[config.mk]
export PLATFORM = sky130hd
export DESIGN_NAME = pec_counters_flat
export DESIGN_NICKNAME = d
export VERILOG_FILES = /design/src/shared/pec_pkg.sv /design/src/shared/pec_if.sv /design/src/logic/pec_counters.sv /design/src/flat_wrapper.sv
export SDC_FILE = /design/constraint.sdc
export NUM_CORES = 1
export LEC_CHECK = 0
export ABC_AREA = 1
export BUFFER_PORTS_ARGS = -buffer_cell sky130_fd_sc_hd__buf_4
export CORE_ASPECT_RATIO = 0.5
export CORE_MARGIN = 1.5
export CORE_UTILIZATION = 41
export DETAILED_ROUTE_END_ITERATION = 8
export GPL_TIMING_DRIVEN = 1
export SLEW_MARGIN = 20
export SYNTH_ARGS = -nofsm -noshare
export SYNTH_HDL_FRONTEND = slang
export SYNTH_SLANG_ARGS = --single-unit
[constraint.sdc]
create_clock -name hclk -period 2.5 [get_ports hclk]
set_input_delay 0.375 -clock hclk [delete_from_list [all_inputs] [get_ports hclk]]
set_output_delay 0.375 -clock hclk [all_outputs]
set_load 0.02 [all_outputs]
[src/shared/pec_pkg.sv]
package pec_pkg;
  // Register move addressing
  localparam logic [4:0]  REG_NUM      = 5'h19;
  localparam logic [2:0]  SEL_CTL0     = 3'h0;
  localparam logic [2:0]  SEL_CNT0     = 3'h1;
  localparam logic [2:0]  SEL_CTL1     = 3'h2;
  localparam logic [2:0]  SEL_CNT1     = 3'h3;
  // Control word fields
  localparam int          MORE_BIT     = 31;
  localparam int          EXT_HI       = 14;
  localparam int          EXT_LO       = 11;
  localparam int          EVT_HI       = 10;
  localparam int          EVT_LO       = 5;
  localparam int          IRQ_BIT      = 4;
  localparam int          USER_BIT     = 3;
  localparam int          KERN_BIT     = 1;
  localparam int          EXC_BIT      = 0;
  localparam int          CNT_MSB      = 31;
  localparam int          NUM_EVENTS   = 64;
  localparam logic [31:0] ZERO_WORD    = 32'h0000_0000;
  localparam logic [31:0] ONE_WORD     = 32'h0000_0001;
  // Event codes, both counters
  localparam logic [5:0]  EV_CYCLES    = 6'h00;
  localparam logic [5:0]  EV_INSTR     = 6'h01;
  // Event codes, counter 0
  localparam logic [5:0]  EV0_BRANCH   = 6'h02;
  localparam logic [5:0]  EV0_RETURN   = 6'h03;
  localparam logic [5:0]  EV0_REGJUMP  = 6'h04;
  localparam logic [5:0]  EV0_INTEGER  = 6'h0E;
  localparam logic [5:0]  EV0_LOAD     = 6'h0F;
  localparam logic [5:0]  EV0_DIRJUMP  = 6'h10;
  localparam logic [5:0]  EV0_NOP      = 6'h11;
  localparam logic [5:0]  EV0_STALL    = 6'h12;
  localparam logic [5:0]  EV0_CSTORE   = 6'h13;
  localparam logic [5:0]  EV0_PREFETCH = 6'h14;
  localparam logic [5:0]  EV0_EXCEPT   = 6'h17;
  localparam logic [5:0]  EV0_CUSTOM   = 6'h1E;
  // Event codes, counter 1
  localparam logic [5:0]  EV1_STORE    = 6'h0F;
  localparam logic [5:0]  EV1_COMPACT  = 6'h10;
  localparam logic [5:0]  EV1_MULDIV   = 6'h11;
  localparam logic [5:0]  EV1_CSFAIL   = 6'h13;
  localparam logic [5:0]  EV1_ALUSTALL = 6'h19;
  localparam logic [5:0]  EV1_COP2EVT  = 6'h1C;
  localparam logic [5:0]  EV1_COP2MOVE = 6'h23;
  // Host controller register byte addresses
  localparam logic [7:0]  H_DATA       = 8'h00;
  localparam logic [7:0]  H_CMD        = 8'h04;
  localparam logic [7:0]  H_RESULT     = 8'h08;
  localparam logic [7:0]  H_MODE       = 8'h0C;
  localparam logic [7:0]  H_STATUS     = 8'h10;
  // Host command and mode fields
  localparam int          CMD_SEL_LO   = 0;
  localparam int          CMD_NUM_LO   = 4;
  localparam int          CMD_WR_BIT   = 16;
  localparam int          MODE_USER    = 0;
  localparam int          MODE_EXC     = 1;
  localparam int          MODE_ERR     = 2;
  localparam int          MODE_DEBUG   = 3;
  localparam int          MODE_SLEEP   = 4;
  localparam int          ST_IRQ       = 0;
  localparam int          ST_BUSY      = 1;
  localparam logic [1:0]  HTRANS_NSEQ  = 2'h2;
  localparam logic [1:0]  HRESP_OKAY   = 2'h0;
endpackage

[src/shared/pec_if.sv]
`timescale 1ns/1ps
`default_nettype none
interface pec_if;
  // Register moves
  logic [4:0]  reg_num;
  logic [2:0]  sel;
  logic        move_to_sysctl;
  logic        move_from_sysctl;
  logic [31:0] wdata;
  logic [31:0] rdata;
  // Pipeline events and mode
  logic [63:0] ev0;
  logic [63:0] ev1;
  logic        user_mode;
  logic        exception_level_flag;
  logic        error_level_flag;
  logic        debug_mode;
  logic        clk_run;
  // Interrupt
  logic        counter_irq;

  modport device (
    input  reg_num, sel, move_to_sysctl, move_from_sysctl, wdata,
    input  ev0, ev1, user_mode, exception_level_flag,
    input  error_level_flag, debug_mode, clk_run,
    output rdata, counter_irq
  );
  modport host (
    output reg_num, sel, move_to_sysctl, move_from_sysctl, wdata,
    output ev0, ev1, user_mode, exception_level_flag,
    output error_level_flag, debug_mode, clk_run,
    input  rdata, counter_irq
  );
endinterface
`default_nettype wire

[src/logic/pec_counters.sv]
// Operation
// (RL1) Two counters, two controls at register 25
// (RL2) Select 0..3: ctl0, cnt0, ctl1, cnt1
// (RL3) 32-bit read/write count, plus one per event
// (RL4) Counters independent, one event each
// (RL5) Interrupt is OR of bit31 AND enable
// (RL6) Interrupt never stalls counting
// (RL7) Interrupt clears on wrap or bit31 write
// (RL8) No counting while core clock stopped
// (RL9) Control bit31 read-only preset, more pairs
// (RL10) Bits 10:5 read/write event number
// (RL11) Bits 14:11 read/write extended selector
// (RL12) Bit 4 interrupt enable, resets zero
// (RL13) Bit 3 counts in user mode
// (RL14) Bit 1 kernel mode, both flags zero
// (RL15) Bit 0 counts at exception level
// (RL16) Bits 30:15 and 2 read zero
// (RL17) Mode enables gate only mode-sensitive events
// (RL18) Software avoids reserved event numbers
// (RL19) No counting in debug or error level
// (RL20) Idle after reset until control written
// (RL21) Counter 0 event code table
// (RL22) Counter 1 event code table
// (RL23) Wrap to zero, count writes immediate
//
// Decided for this implementation: register access over AHB-Lite.
`timescale 1ns/1ps
`default_nettype none
module pec_counters #(
  parameter logic MORE_PAIRS   = 1'b0,
  parameter logic VIRT_PRESENT = 1'b0
) (
  // Clock and reset
  input  wire logic       hclk,
  input  wire logic       hresetn,
  // Core side
  pec_if.device           link,
  // Status
  output logic      [1:0] counting
);

  // Counter 0 reports a further pair at selects 2 and 3
  function automatic logic more_bit(input logic unit);
    more_bit = unit ? MORE_PAIRS : 1'b1; // RL9
  endfunction

  // Event codes that have a source for each counter
  function automatic logic implemented(input logic unit,
                                       input logic [5:0] code);
    implemented = 1'b0;
    if (code == pec_pkg::EV_CYCLES || code == pec_pkg::EV_INSTR) begin
      implemented = 1'b1;
    end else if (!unit) begin
      case (code) // RL21
        pec_pkg::EV0_BRANCH, pec_pkg::EV0_RETURN,
        pec_pkg::EV0_REGJUMP, pec_pkg::EV0_INTEGER,
        pec_pkg::EV0_LOAD, pec_pkg::EV0_DIRJUMP,
        pec_pkg::EV0_NOP, pec_pkg::EV0_STALL,
        pec_pkg::EV0_CSTORE, pec_pkg::EV0_PREFETCH,
        pec_pkg::EV0_EXCEPT, pec_pkg::EV0_CUSTOM: implemented = 1'b1;
        default: implemented = 1'b0;
      endcase
    end else begin
      case (code) // RL22
        pec_pkg::EV1_STORE, pec_pkg::EV1_COMPACT,
        pec_pkg::EV1_MULDIV, pec_pkg::EV1_CSFAIL,
        pec_pkg::EV1_ALUSTALL, pec_pkg::EV1_COP2EVT,
        pec_pkg::EV1_COP2MOVE: implemented = 1'b1;
        default: implemented = 1'b0;
      endcase
    end
  endfunction

  // Cycle and stall events ignore the mode enables
  function automatic logic mode_sensitive(input logic unit,
                                          input logic [5:0] code);
    mode_sensitive = 1'b1;
    if (code == pec_pkg::EV_CYCLES) begin
      mode_sensitive = 1'b0; // RL17
    end else if (!unit && code == pec_pkg::EV0_STALL) begin
      mode_sensitive = 1'b0; // RL17
    end else if (unit && code == pec_pkg::EV1_ALUSTALL) begin
      mode_sensitive = 1'b0; // RL17
    end
  endfunction

  logic [3:0]  ext       [2];
  logic [5:0]  evt       [2];
  logic        irq_en    [2];
  logic        cnt_user  [2];
  logic        cnt_kern  [2];
  logic        cnt_exc   [2];
  logic        armed     [2];
  logic [31:0] cnt       [2];
  logic [1:0]  ctl_wr;
  logic [1:0]  cnt_wr;
  logic [1:0]  inc;
  logic        hit;
  logic [31:0] next_rdata;

  function automatic logic [31:0] ctl_word(input logic unit);
    logic [31:0] w;
    w = pec_pkg::ZERO_WORD; // RL16
    w[pec_pkg::MORE_BIT] = more_bit(unit); // RL9
    if (VIRT_PRESENT) begin
      w[pec_pkg::EXT_HI:pec_pkg::EXT_LO] = ext[unit]; // RL11
    end
    w[pec_pkg::EVT_HI:pec_pkg::EVT_LO] = evt[unit]; // RL10
    w[pec_pkg::IRQ_BIT]  = irq_en[unit];
    w[pec_pkg::USER_BIT] = cnt_user[unit];
    w[pec_pkg::KERN_BIT] = cnt_kern[unit];
    w[pec_pkg::EXC_BIT]  = cnt_exc[unit];
    ctl_word = w;
  endfunction

  // Access decode
  assign hit = link.reg_num == pec_pkg::REG_NUM; // RL1

  always_comb begin
    ctl_wr = 2'h0;
    cnt_wr = 2'h0;
    if (link.move_to_sysctl && hit) begin
      if (link.sel == pec_pkg::SEL_CTL0) begin // RL2
        ctl_wr[0] = 1'b1;
      end else if (link.sel == pec_pkg::SEL_CNT0) begin
        cnt_wr[0] = 1'b1;
      end else if (link.sel == pec_pkg::SEL_CTL1) begin
        ctl_wr[1] = 1'b1;
      end else if (link.sel == pec_pkg::SEL_CNT1) begin
        cnt_wr[1] = 1'b1;
      end
    end
  end

  // Count qualification per counter
  always_comb begin
    logic mode_ok;
    logic allow;
    logic [5:0] code;
    logic ev_hit;
    mode_ok = 1'b0;
    allow   = 1'b0;
    code    = 6'h00;
    ev_hit  = 1'b0;
    for (int i = 0; i < 2; i++) begin
      code    = evt[i];
      ev_hit  = (i == 0) ? link.ev0[code] : link.ev1[code]; // RL4
      mode_ok = (cnt_user[i] && link.user_mode && // RL13
                 !link.exception_level_flag)
             || (cnt_kern[i] && !link.user_mode && // RL14
                 !link.exception_level_flag && !link.error_level_flag)
             || (cnt_exc[i] && link.exception_level_flag && // RL15
                 !link.error_level_flag);
      allow = link.clk_run // RL8
           && armed[i] // RL20
           && !link.debug_mode && !link.error_level_flag // RL19
           && implemented(i[0], code)
           && (!mode_sensitive(i[0], code) || mode_ok); // RL17
      inc[i]      = allow && ev_hit;
      counting[i] = allow;
    end
  end

  // Control registers
  always_ff @(posedge hclk or negedge hresetn) begin
    if (!hresetn) begin
      for (int i = 0; i < 2; i++) begin
        ext[i]      <= 4'h0;
        evt[i]      <= 6'h00;
        irq_en[i]   <= 1'b0; // RL12
        cnt_user[i] <= 1'b0;
        cnt_kern[i] <= 1'b0;
        cnt_exc[i]  <= 1'b0;
      end
    end else begin
      for (int i = 0; i < 2; i++) begin
        if (ctl_wr[i]) begin
          ext[i]      <= link.wdata[pec_pkg::EXT_HI:pec_pkg::EXT_LO]; // RL11
          evt[i]      <= link.wdata[pec_pkg::EVT_HI:pec_pkg::EVT_LO]; // RL10
          irq_en[i]   <= link.wdata[pec_pkg::IRQ_BIT]; // RL12
          cnt_user[i] <= link.wdata[pec_pkg::USER_BIT]; // RL13
          cnt_kern[i] <= link.wdata[pec_pkg::KERN_BIT]; // RL14
          cnt_exc[i]  <= link.wdata[pec_pkg::EXC_BIT]; // RL15
        end
      end
    end
  end

  // Low-power hold until the first control write
  always_ff @(posedge hclk or negedge hresetn) begin
    if (!hresetn) begin
      armed[0] <= 1'b0;
      armed[1] <= 1'b0;
    end else begin
      for (int i = 0; i < 2; i++) begin
        if (ctl_wr[i]) begin
          armed[i] <= 1'b1; // RL20
        end
      end
    end
  end

  // Counters; a software write wins over an increment
  always_ff @(posedge hclk or negedge hresetn) begin
    if (!hresetn) begin
      cnt[0] <= pec_pkg::ZERO_WORD;
      cnt[1] <= pec_pkg::ZERO_WORD;
    end else begin
      for (int i = 0; i < 2; i++) begin
        if (cnt_wr[i]) begin
          cnt[i] <= link.wdata; // RL23
        end else if (inc[i]) begin
          cnt[i] <= cnt[i] + pec_pkg::ONE_WORD; // RL3 RL23
        end
      end
    end
  end

  // Interrupt taken straight from count and enable
  assign link.counter_irq =
      (cnt[0][pec_pkg::CNT_MSB] && irq_en[0]) || // RL5 RL6 RL7
      (cnt[1][pec_pkg::CNT_MSB] && irq_en[1]);   // RL5 RL7

  // Read data, one cycle after the read strobe
  always_comb begin
    next_rdata = pec_pkg::ZERO_WORD;
    if (link.sel == pec_pkg::SEL_CTL0) begin // RL2
      next_rdata = ctl_word(1'b0);
    end else if (link.sel == pec_pkg::SEL_CNT0) begin
      next_rdata = cnt[0]; // RL3
    end else if (link.sel == pec_pkg::SEL_CTL1) begin
      next_rdata = ctl_word(1'b1);
    end else if (link.sel == pec_pkg::SEL_CNT1) begin
      next_rdata = cnt[1];
    end
  end

  always_ff @(posedge hclk or negedge hresetn) begin
    if (!hresetn) begin
      link.rdata <= pec_pkg::ZERO_WORD;
    end else if (link.move_from_sysctl) begin
      link.rdata <= hit ? next_rdata : pec_pkg::ZERO_WORD; // RL1
    end
  end

endmodule
`default_nettype wire

[src/flat_wrapper.sv]
// flat-port wrapper written by rule: the top's interface ports become plain ports
module pec_counters_flat 
#(
  parameter logic MORE_PAIRS   = 1'b0,
  parameter logic VIRT_PRESENT = 1'b0
)
  (hclk, hresetn, counting, link_reg_num, link_sel, link_move_to_sysctl, link_move_from_sysctl, link_wdata, link_ev0, link_ev1, link_user_mode, link_exception_level_flag, link_error_level_flag, link_debug_mode, link_clk_run, link_rdata, link_counter_irq);
  pec_if link_i ();
  input  wire logic hclk;
  input  wire logic hresetn;
  output logic      [1:0] counting;
  input wire logic [$bits(link_i.reg_num)-1:0] link_reg_num;
  input wire logic [$bits(link_i.sel)-1:0] link_sel;
  input wire logic [$bits(link_i.move_to_sysctl)-1:0] link_move_to_sysctl;
  input wire logic [$bits(link_i.move_from_sysctl)-1:0] link_move_from_sysctl;
  input wire logic [$bits(link_i.wdata)-1:0] link_wdata;
  input wire logic [$bits(link_i.ev0)-1:0] link_ev0;
  input wire logic [$bits(link_i.ev1)-1:0] link_ev1;
  input wire logic [$bits(link_i.user_mode)-1:0] link_user_mode;
  input wire logic [$bits(link_i.exception_level_flag)-1:0] link_exception_level_flag;
  input wire logic [$bits(link_i.error_level_flag)-1:0] link_error_level_flag;
  input wire logic [$bits(link_i.debug_mode)-1:0] link_debug_mode;
  input wire logic [$bits(link_i.clk_run)-1:0] link_clk_run;
  output wire logic [$bits(link_i.rdata)-1:0] link_rdata;
  output wire logic [$bits(link_i.counter_irq)-1:0] link_counter_irq;
  assign link_i.reg_num = link_reg_num;
  assign link_i.sel = link_sel;
  assign link_i.move_to_sysctl = link_move_to_sysctl;
  assign link_i.move_from_sysctl = link_move_from_sysctl;
  assign link_i.wdata = link_wdata;
  assign link_i.ev0 = link_ev0;
  assign link_i.ev1 = link_ev1;
  assign link_i.user_mode = link_user_mode;
  assign link_i.exception_level_flag = link_exception_level_flag;
  assign link_i.error_level_flag = link_error_level_flag;
  assign link_i.debug_mode = link_debug_mode;
  assign link_i.clk_run = link_clk_run;
  assign link_rdata = link_i.rdata;
  assign link_counter_irq = link_i.counter_irq;
  pec_counters #(.MORE_PAIRS(MORE_PAIRS), .VIRT_PRESENT(VIRT_PRESENT)) u_core (.hclk(hclk), .hresetn(hresetn), .link(link_i), .counting(counting));
endmodule
==> results.md, run 1 <==
Run status:
- The flow ran to the end, and the final reports show no timing, DRC or antenna violations.

Clocking:
- The buffer depth of the longest clock path is 2.
- The clock reaches the later pin of the worst-skew pair after approximately 0.43 ns.
- The clock tree synthesis step divided the H-tree into 4 levels.
- TritonCTS built the clock tree.
- The tree is rooted in a clkbuf_16.
- The clock drives between 100 and 150 sinks.
- TritonCTS created 17 clock buffers.
- The clock edge transition at the registers on the reported setup and hold paths is about 0.060 ns.

Setup path:
- STA classifies the critical path startpoint as a register.
- STA puts the critical path data required time at 2.12 ns.
- STA classifies the critical path endpoint as an output pin.
- The setup slack of the most critical reg-to-reg path is between 0.2 and 0.25 ns.
- The critical path ends at counting[1].
- The worst register-to-register path begins at u_core.evt[1].
- The critical path data arrival time is approximately 2.0 ns.
- The worst-case reg-to-reg path depth is 11.
- The beginning of the critical path is u_core.evt[1].
- The worst setup path is of the reg2out kind.
- The endpoint identified for the worst register-to-register timing path is u_core.cnt[8].
- Along the worst path, the maximum fanout reaches 7.

Timing:
- The final count of pins violating max slew is 0.
- Based on the critical path, the design can be clocked at up to 0.424 GHz.
- In the final timing run, aggregate negative setup slack is 0 ns.
- The final critical delay including setup and external delays is around 2.4 ns.
- For the pin with the worst max-slew slack, the measured transition is approximately 0.66 ns.
- The setup skew after layout is between 0.008 and 0.009 ns.
- The count of endpoints failing hold in the final timing report came to 0.
- The final period utilization is 0.943.
- Measured against its own limit, the worst slew margin works out to 0.559.
- The number of setup violations in the final report is 0.
- Setup repair after global routing left no endpoint under its margin.
- The final setup slack of the worst path is around 0.14 ns.

Cells and area:
- The final layout contains approximately 1800 nets.
- The filler-free cell count of the finished design is between 1500 and 2000.
- The area growth from synthesis to layout is 26.3%.
- The library cells used most frequently in the layout, excluding fill and tap cells, are nand2_1 (503), buf_4 (209), nand3_1 (206).
- Leaving out fill and tap cells, the most frequent cell in the layout is nand2_1.
- Summing all non-filler instances in the final layout gives an area of ~11000 um^2.
- The fraction of final layout cells sized beyond drive strength 1 is 0.170.
- 0 antenna diodes ended up in the layout.

Synth:
- The post-synthesis area per instance is roughly 6.3 um^2.
- Yosys attributes the largest share of cell area to dfrtp_1 (34%), nand2_1 (21%), nand3_1 (12%).
- The share of async-settable or async-resettable flops after synthesis is 1.00.
- Of the post-synthesis cell area, the dominant cell type holds 0.335.
- The post-synth net total is 1587.
- The netlist area before placement is slightly below 9000 um^2.
- The number of instances in the synthesized netlist is around 1400.
- During synthesis, Yosys emitted a total of 0 warnings.
- The most frequently used flop master after synthesis is dfrtp_1.
- Counting flops and latches in the post-synthesis netlist gives between 100 and 150.
- The largest area contributor in the synthesized netlist is dfrtp_1.
- Counting flops with a built-in enable in the synthesized netlist gives 0.
- After synthesis, the netlist uses 38 different library cells.
- For this run, the register share of the synthesized area comes to 0.335.

Place:
- At the placement stage, the worst setup path has a slack of 0.213 ns.
- The detailed placer's ending HPWL is roughly 25 mm.
- The global placer's final weighted congestion is ~0.93.
- The count of input and output buffers is between 150 and 200.
- Summing all placed instances gives a cell area of between 10000 and 15000 um^2.
- The total placed cells including tap cells is approximately 1800.

Pwr:
- In this run the power density over the cells is ~540 nW/um^2.
- The worst vdd rail ir drop is between 0.4 and 0.5 mV.
- In this run the static leakage power is roughly 0.0054 uW.

Die:
- The number of placement rows is 37.
- In this run the vertical extent of the chip is roughly 110 um.
- The overall die area is around 22000 um^2.
- Measured along the x axis, the die boundary spans between 200 and 250 um.
- The core region is approximately 21000 um^2.
- The starting density of the core is 0.424.
- 212 I/O pins were placed.

Min path:
- The tightest min-delay check is of the in2reg type.

Global route:
- The first global-routing pass estimated 50.7 mm of wire.
- The layer flagged by global routing as most heavily used is met2.
- The number of global-route vias before repair is between 9000 and 10000.
- The met2 usage is 0.447.
- The met1 track demand over resource is 0.431.
- The largest net degree at the start of global routing is 56.
- For this run, global-route usage on met3 was measured as 0.0442.
- The number of antenna violations at the first check in global routing came to 0.
- After global routing the overflow that remains totals 0.
- The global routing usage summed across all routing layers is 0.294.

Detailed routing:
- The count of nets left with antenna violations once routing finished came out at 0.
- In the routed layout, each cell is associated on average with a via count of between 5 and 6.
- After detailed routing, the average wire length per cell comes to ~17 um.
- Detailed routing inserted a total of 10000 vias.
- For this block, the routed nets add up to roughly 32 mm of wire.
- The count of unresolved DRC violations after routing is 0.
- The detailed router finished its first iteration with ~1100 violations.
- The number of detailed-route iterations in the first pass is 6.

Flow run:
- Max-cap violations in this run came to 0.
[cell families after synthesis]
family	after synthesis	share of synthesized area
adder cells (fa/ha/maj)	5	0.00710
XOR/XNOR	33	0.0328
buffers and inverters	244	0.115
AO/OA/AOI/OAI	147	0.0973
AND/OR/NAND/NOR	858	0.413
flip-flops	118	0.335
[worst max-delay path, stage by stage (launching register included)]
cell and delay, ns:
dfrtp_2 0.47, inv_2 0.13, nand2_1 0.18, nor3_2 0.27, nor2_1 0.08, nand3_1 0.07
nand3_1 0.10, inv_1 0.11, buf_4 0.15
[report_power, final]
part	leakage (uW)	internal (uW)	switching [uW]
registers	0.00162	2050	217
clock network	0.000301	1710	954
logic	0.00347	467	644
[metal layers]
| metal | part of all wire | routed length [um] | up-vias |
|---|---|---|---|
| met5 | 0 | 0 | - |
| met4 | 0.014 | 467 | 0 |
| met3 | 0.076 | 2450 | 29 |
| met2 | 0.43 | 13900 | 416 |
| met1 | 0.48 | 15500 | 4712 |
| li1 | - | - | 4860 |
[through the flow]
stage                     power (uW)  utilization  hold slack [ns]
after floorplan                 2870            -           0.0794
after global placement          3360        0.503            0.326
after detailed placement        3380        0.503            0.323
after CTS                       6040        0.534            0.166
after global routing            6300        0.535            0.189
final                           6050        0.535            0.177
[flip-flops by register name, indices dropped and copies added, names as in the netlist]
signal / cells
u_core.cnt_exc: 2
u_core.armed: 2
u_core.cnt_user: 2
u_core.cnt_kern: 2
u_core.evt: 12
u_core.cnt: 64
u_core.irq_en: 2
u_core.link.rdata: 32
[layout make-up]
cell class | instances | area (um^2)
repair buffers | 213 | 1640
inverters | 184 | 693
flip-flops and latches | 118 | 2950
clock inverters | 13 | 179
fillers | 2122 | 9660
well taps | 273 | 342
clock buffers | 19 | 453
multi-input cells | 1043 | 4870
[Yosys cell counts (2+ instances only)]
cell,instances
a21oi_1,10
nand2_2,2
inv_2,6
nor2_1,83
o21ai_0,75
o21ai_1,5
xor2_1,31
buf_2,13
xnor2_1,2
dfrtp_1,118
o211ai_1,7
and2_1,2
ha_1,5
nand2_1,503
buf_6,7
inv_1,176
nor2_4,2
nand3_1,206
nor3_1,30
o21ai_2,2
clkbuf_1,26
nor4_1,2
a221oi_1,3
nand3b_1,3
buf_1,8
nor2_2,7
o32ai_1,10
buf_4,6
nand4_1,14
o22ai_1,33
[worst min path at each step]
stage / cells after the start / startpoint / slack [ns] / to
finish: 3 / link_wdata[4] / 0.18 / u_core.cnt[36]
global route: 3 / link_wdata[11] / 0.19 / u_core.cnt[43]
CTS: 3 / link_wdata[4] / 0.17 / u_core.cnt[36]
detailed placement: 1 / hresetn / 0.32 / u_core.cnt[29]
global placement: 1 / hresetn / 0.33 / u_core.cnt[29]
floorplan: 0 / hresetn / 0.08 / u_core.armed[0]
[timing repair]
item,CTS,global route
resized for setup,0,6
endpoints found under the setup margin,0,34
buffers inserted,0,1
hold endpoints to repair,18,0
hold buffers,1,0
(Power assumes the default switching activity.)
==> run 2, diff against run 1 <==
- REMOVE_ABC_BUFFERS: default -> 1
==> results.md, run 2 (synthesis results as in run 1) <==
Run status:
- The flow ran to the end, and the final reports show no timing, DRC or antenna violations.

Detailed routing:
- The first-iteration detailed-routing DRC count is 839 (-20%).
- The number of detailed-route iterations in the first pass was 7 (+1).
- The total number of vias is 9899 (-1.2%).
- The total wire length is 33.1 mm (+2.3%).
- The detail-routed net length per standard cell is 17.7 um (+2.2%).
- The mean number of vias per cell is 5.30 (-1.3%).
- The count of nets left with antenna violations after detail routing is 0 (unchanged).
- The count of unresolved DRC violations after routing is 0 (unchanged).

Timing:
- The setup skew after layout is 0.0102 ns (+0.00192 ns).
- The actual transition at the worst max-transition pin came to 0.716 ns (+0.0561 ns).
- The number of setup violations in the final report came to 0 (unchanged).
- The count of endpoints failing hold in the final timing report came to 0 (unchanged).
- Setup repair after global routing could not meet its margin everywhere.
- The final period utilization is 0.932 (-0.0107).
- The setup total negative slack is 0 ns (unchanged).
- The final count of pins violating max slew is 0 (unchanged).
- The final critical delay including setup and external delays was 2.33 ns (-0.0268 ns).
- The maximum clock rate is 0.429 GHz (+1.2%).
- The relative slew slack is 0.522 (-0.0374).

Setup path:
- The most numerous cell on the critical path is nand2_1.
- The setup slack of the most critical reg-to-reg path is 0.22 ns (-0.02 ns).
- On the critical path, the stage with the largest delay is an instance of dfrtp_1.
- The highest net fanout along the worst path is 18 (+11).
- The worst setup path is of the reg2out kind.
- Traced cell by cell, the critical path runs through inv_4 -> ha_1 -> nand2_1 -> o211ai_1 -> nand2_1 -> a21oi_1 -> nor2_4 -> buf_4.
- The data required time at the worst endpoint is 2.12 ns (about the same).
- The reg-to-reg startpoint is u_core.evt[1].
- The worst-case reg-to-reg path depth is 13 (+2).
- The critical path data arrival time is 1.96 ns (-0.02 ns).
- The reg-to-reg critical path endpoint is u_core.cnt[23].
- The type of element capturing the critical path is an output pin.
- The type of origin of the critical path is a register.
- The stage delay of the slowest cell on the critical path is 0.40 ns (-0.07 ns).

Place:
- The detailed placer's ending HPWL is 25.4 mm (+3.3%).
- The global placer's final weighted congestion was 0.950 (+2.3%).
- The count of input and output buffers is 179 (unchanged).

Min path:
- The launch instance of the worst min-delay path is link_wdata[5].
- The classification of the worst-slack hold path is in2reg.
- The path with the worst hold slack has its endpoint at u_core.cnt[37].
- The worst hold path stage count was 3 (unchanged).

Pwr:
- The worst vdd rail ir drop is 0.458 mV (-0.60%).
- The power density normalized to cell area is 548 nW/um^2 (+0.81%).
- The total power consumption of the routed design is 6120 uW (+1.3%).
- The cell leakage power is 0.00543 uW (+0.71%).

Clocking:
- The CTS tree is yes.
- The post-CTS setup-driven buffer insertion count is 0 (unchanged).
- The master cell of the clock root buffer is clkbuf_16.
- The CTS buffer count is 17 (unchanged).
- The deepest level of the CTS H-tree is 4 (unchanged).
- The clock latency of the later-clocked register in the worst-skew pair was 0.42 ns (about the same).
- The buffer depth of the longest clock path came to 2 (unchanged).
- The clock edge transition at the registers on the reported setup and hold paths was 0.06 ns (about the same).
- The clock sink total is 118 (unchanged).

Die:
- The starting density of the core was 0.424 (unchanged).
- The overall die area came to 22400 um^2 (unchanged).
- The core outline area is 20800 um^2 (unchanged).
- The horizontal extent of the die is 210 um (unchanged).
- The overall die height came to 107 um (unchanged).
- The top-level port count came to 212 (unchanged).
- The number of placement rows is 37 (unchanged).

Cells and area:
- More flip-flops sit in one register than any other, and that register is u_core.cnt.
- The final layout net count is 1763 (+0.23%).
- The top cell types in the final layout, fill and taps aside, are nand2_1 (503), buf_4 (212), nand3_1 (206).
- The largest registers in the layout are u_core.cnt: 64 flops, u_core.link.rdata: 32 flops, u_core.evt: 12 flops.
- The fraction of final layout cells sized beyond drive strength 1 came to 0.169 (-0.000948).
- The most common cell after layout, fill and taps aside is nand2_1.
- The final antenna diode count is 0 (unchanged).
- Compared with the post-synthesis result, the final layout area differs by 26.9%.
- The number of flip-flops under the largest register name is 64 (unchanged).

Global route:
- The largest net degree at the start of global routing is 56 (unchanged).
- The sum of overflow across all layers after global routing is 0 (unchanged).
- The number of antenna violations at the first check in global routing is 0 (unchanged).
- The global routing usage summed across all routing layers is 0.298 (+0.00394).
- The wire length of the first global-routing pass is 51.4 mm (+1.4%).
- The number of global-route vias before repair is 9150 (-1.7%).

Flow run:
- The number of violations of the max-capacitance limit came to 0 (unchanged).
[run 2: what timing repair did]
action / 4_1_cts / 5_1_grt
gates resized for setup: 0 / 6
setup endpoints to repair: 0 / 19
hold endpoints to repair: 35 / 0
hold buffers: 1 / 0
[run 2: how the worst max path moves through the flow]
stage / depth (start not counted) / from / to / slack (ns)
6_report: 8 / u_core.evt[6] / counting[0] / 0.17
5_1_grt: 13 / u_core.evt[1] / u_core.cnt[23] / -0.02
2_1_floorplan: 7 / link_reg_num[1] / u_core.cnt[0] / -0.71
3_5_place_dp: 13 / u_core.evt[1] / u_core.cnt[23] / 0.28
3_3_place_gp: 9 / link_error_level_flag / u_core.cnt[62] / 0.30
4_1_cts: 8 / u_core.evt[6] / counting[0] / 0.07
[run 2: area by class of cell]
| type | instances | area (um^2) |
|---|---|---|
| Clock buffer | 22 | 474 |
| Clock inverter | 9 | 173 |
| Timing Repair Buffer | 217 | 1670 |
| Inverter | 184 | 693 |
| Tap cell | 273 | 342 |
| Multi-Input combinational cell | 1043 | 4870 |
| Fill cell | 2124 | 9610 |
| Sequential cell | 118 | 2950 |
[run 2: metal layers]
layer | share of wire | global-route usage
met1 | 0.48 | 0.434
met5 | 0 | 0
met2 | 0.44 | 0.466
met4 | 0.012 | 0.0668
met3 | 0.070 | 0.0439
[run 2: per-stage QoR]
stage	worst slack [ns]	area [um^2]	hold slack [ns]	utilization	std cells
finish	0.170	11200	0.191	0.538	1866
global route	-0.0249	11200	0.187	0.538	1866
CTS	0.0710	11200	0.181	0.537	1866
detailed placement	0.276	10500	0.434	0.505	1834
global placement	0.296	10500	0.417	0.505	1834
floorplan	-0.711	8490	0.0794	-	1345
[run 2: critical path: cells and delay by family (launching register included)]
kind	cells	cell delay, ns
buffers and inverters	2	0.36
AOI/OAI and AO/OA	2	0.16
adders and majority gates	1	0.26
DFF	1	0.40
and+or+nand+nor	3	0.36
[run 2: power breakdown]
group | total [uW] | internal (uW) | switching [uW]
clock network | 2740 | 1840 | 907
logic | 1100 | 461 | 642
registers | 2270 | 2050 | 223
==> run 3, diff against run 2 <==
==> constraint.sdc (replaced) <==
create_clock -name hclk -period 2.5 [get_ports hclk]
set_input_delay 0 -clock hclk [delete_from_list [all_inputs] [get_ports hclk]]
set_output_delay 0 -clock hclk [all_outputs]
set_load 0.02 [all_outputs]
==> results.md, run 3 (synthesis results as in run 1) <==
Timing:
- The actual transition at the worst max-transition pin is 0.906 ns (+0.190 ns).
- The final count of pins violating max slew is 0 (unchanged).
- The final critical delay including setup and external delays came to 2.27 ns (-0.0650 ns).
- The final period utilization is 0.906 (-0.0260).
- Setup repair after global routing left no endpoint under its margin.
- The relative slew slack was 0.396 (-0.126).
- The number of setup violations in the final report was 0 (unchanged).
- The count of endpoints failing hold in the final timing report was 0 (unchanged).
- The worst hold slack was 0.0747 ns (-0.116 ns).
- The maximum clock rate is 0.441 GHz (+2.9%).
- The setup skew after layout is 0.0103 ns (+0.0000720 ns).
- The setup total negative slack is 0 ns (unchanged).

Clocking:
- The number of buffers added to fix hold violations after cts is 33 (+32).
- The CTS buffer count was 17 (unchanged).
- The deepest level of the CTS H-tree is 4 (unchanged).
- The buffer depth of the longest clock path is 2 (unchanged).
- The post-CTS setup-driven buffer insertion count is 0 (unchanged).
- The master cell of the clock root buffer is clkbuf_16.
- The clock edge transition at the registers on the reported setup and hold paths came to 0.06 ns (about the same).
- The clock latency of the later-clocked register in the worst-skew pair is 0.43 ns (about the same).
- TritonCTS built the clock tree.
- The post-cts repair resize count is 0 (unchanged).
- The clock sink total came to 118 (unchanged).

Pwr:
- The worst vdd rail ir drop is 0.424 mV (-7.4%).
- The cell leakage power is 0.00552 uW (+1.7%).
- The power density normalized to cell area is 533 nW/um^2 (-2.7%).

Place:
- The count of input and output buffers is 179 (unchanged).
- The global placer's final weighted congestion is 0.947 (-0.23%).
- The detailed placer's ending HPWL is 24.5 mm (-3.2%).
- The total placed cells including tap cells is 1830 (-0.22%).

Setup path:
- By startpoint and endpoint, the worst setup path is classified as reg2reg.
- The type of element capturing the critical path is a register.
- The highest net fanout along the worst path was 16 (-2).
- The most numerous cell on the critical path is nand2_1.
- The slowest stage of the critical path belongs to the cell dfrtp_1.
- The data required time at the worst endpoint is 2.86 ns (+0.74 ns).
- The stage delay of the slowest cell on the critical path is 0.44 ns (+0.04 ns).
- The critical path data arrival time is 2.62 ns (+0.66 ns).
- Traced cell by cell, the critical path runs through inv_2 -> ha_1 -> nand2_1 -> o211ai_1 -> nand2_1 -> a21oi_1 -> nor2_2 -> nand3_1 -> nor2_4 -> buf_4 -> nand2_1 -> nand3_1.
- On the critical path the largest part of the delay comes from simple AND/OR/NAND/NOR gates.
- The number of buffer and inverter stages on the critical path is 2 (unchanged).
- The type of origin of the critical path is a register.

Detailed routing:
- The first-iteration detailed-routing DRC count is 1001 (+19%).
- The total number of vias is 9974 (+0.76%).
- The count of unresolved DRC violations after routing came to 0 (unchanged).
- The mean number of vias per cell is 5.27 (-0.73%).
- The detail-routed net length per standard cell was 17.0 um (-3.9%).
- The total wire length was 32.3 mm (-2.5%).
- The count of nets left with antenna violations after detail routing was 0 (unchanged).
- The number of detailed-route iterations in the first pass was 5 (-2).

Cells and area:
- The final antenna diode count was 0 (unchanged).
- Ranked by flip-flop count, first place goes to u_core.cnt.
- The fraction of final layout cells sized beyond drive strength 1 was 0.163 (-0.00600).
- The largest registers in the layout are u_core.cnt: 64 flops, u_core.link.rdata: 32 flops, u_core.evt: 12 flops.
- The top cell types in the final layout, fill and taps aside, are nand2_1 (503), buf_4 (211), nand3_1 (206).
- The area growth from synthesis to layout is 29.4%.
- The final layout net count is 1791 (+1.6%).
- The filler-free cell count of the finished design is 1894 (+1.5%).
- The number of flip-flops under the largest register name is 64 (unchanged).
- The library cell used most frequently in the layout, excluding fill and tap cells, is nand2_1.

Global route:
- The largest net degree at the start of global routing is 56 (unchanged).
- The number of antenna violations at the first check in global routing was 0 (unchanged).
- The wire length of the first global-routing pass is 50.7 mm (-1.3%).
- The sum of overflow across all layers after global routing is 0 (unchanged).
- The global routing usage summed across all routing layers came to 0.293 (-0.00515).
- The number of global-route vias before repair was 9338 (+2.1%).

Die:
- The top-level port count is 212 (unchanged).
- The horizontal extent of the die is 210 um (unchanged).
- The overall die height came to 107 um (unchanged).
- The core outline area is 20800 um^2 (unchanged).
- The overall die area is 22400 um^2 (unchanged).
- The number of placement rows is 37 (unchanged).
- The starting density of the core was 0.424 (unchanged).

Min path:
- In this run the worst hold path is classified as in2reg.

Flow run:
- The number of violations of the max-capacitance limit came to 0 (unchanged).

Run status:
- The flow ran to the end, and the final reports show no timing, DRC or antenna violations.
## run 3: final timing paths
path,from,to,slack [ns],cells after the start
max,u_core.evt[7],u_core.cnt[60],0.23,12
min,link_move_from_sysctl,u_core.link.rdata[0],0.07,2
max reg2reg,u_core.evt[7],u_core.cnt[60],0.23,12
min reg2reg,u_core.armed[1],u_core.armed[1],0.45,2
max in group asynchronous,hresetn,u_core.cnt[1],1.54,3
min in group asynchronous,hresetn,u_core.cnt[61],0.08,2
## run 3: layout make-up
| cell class | instances | area [um^2] |
|---|---|---|
| fill | 2080 | 9380 |
| multi-input combinational | 1043 | 4850 |
| sequential | 118 | 2950 |
| timing repair buffer | 245 | 1930 |
| inverter | 184 | 693 |
| clock buffer | 22 | 484 |
| tap | 273 | 342 |
| clock inverter | 9 | 148 |
## run 3: through the flow
| stage | area [um^2] | setup WS [ns] | total power [uW] | util |
|---|---|---|---|---|
| 3_5_place_dp | 10400 | 0.267 | 3380 | 0.502 |
| 6_report | 11400 | 0.235 | 6080 | 0.549 |
| 2_1_floorplan | 8490 | -0.345 | 2830 | - |
| 3_3_place_gp | 10400 | 0.286 | 3360 | 0.502 |
| 5_1_grt | 11400 | 0.0278 | 6350 | 0.549 |
| 4_1_cts | 11400 | 0.248 | 6090 | 0.549 |
## run 3: per-layer routing
layer  vias up  part of all wire  GRT usage
met5         -                 0          0
met4         0             0.024     0.0982
met3        51             0.074     0.0434
met2       379              0.42      0.447
met1      4635              0.48      0.423
li1       4909                 -          -
## run 3: report_power, final
part / switching (uW) / internal (uW) / total, uW
Combinational: 648 / 495 / 1140
Sequential: 208 / 2050 / 2260
Clock: 913 / 1760 / 2670
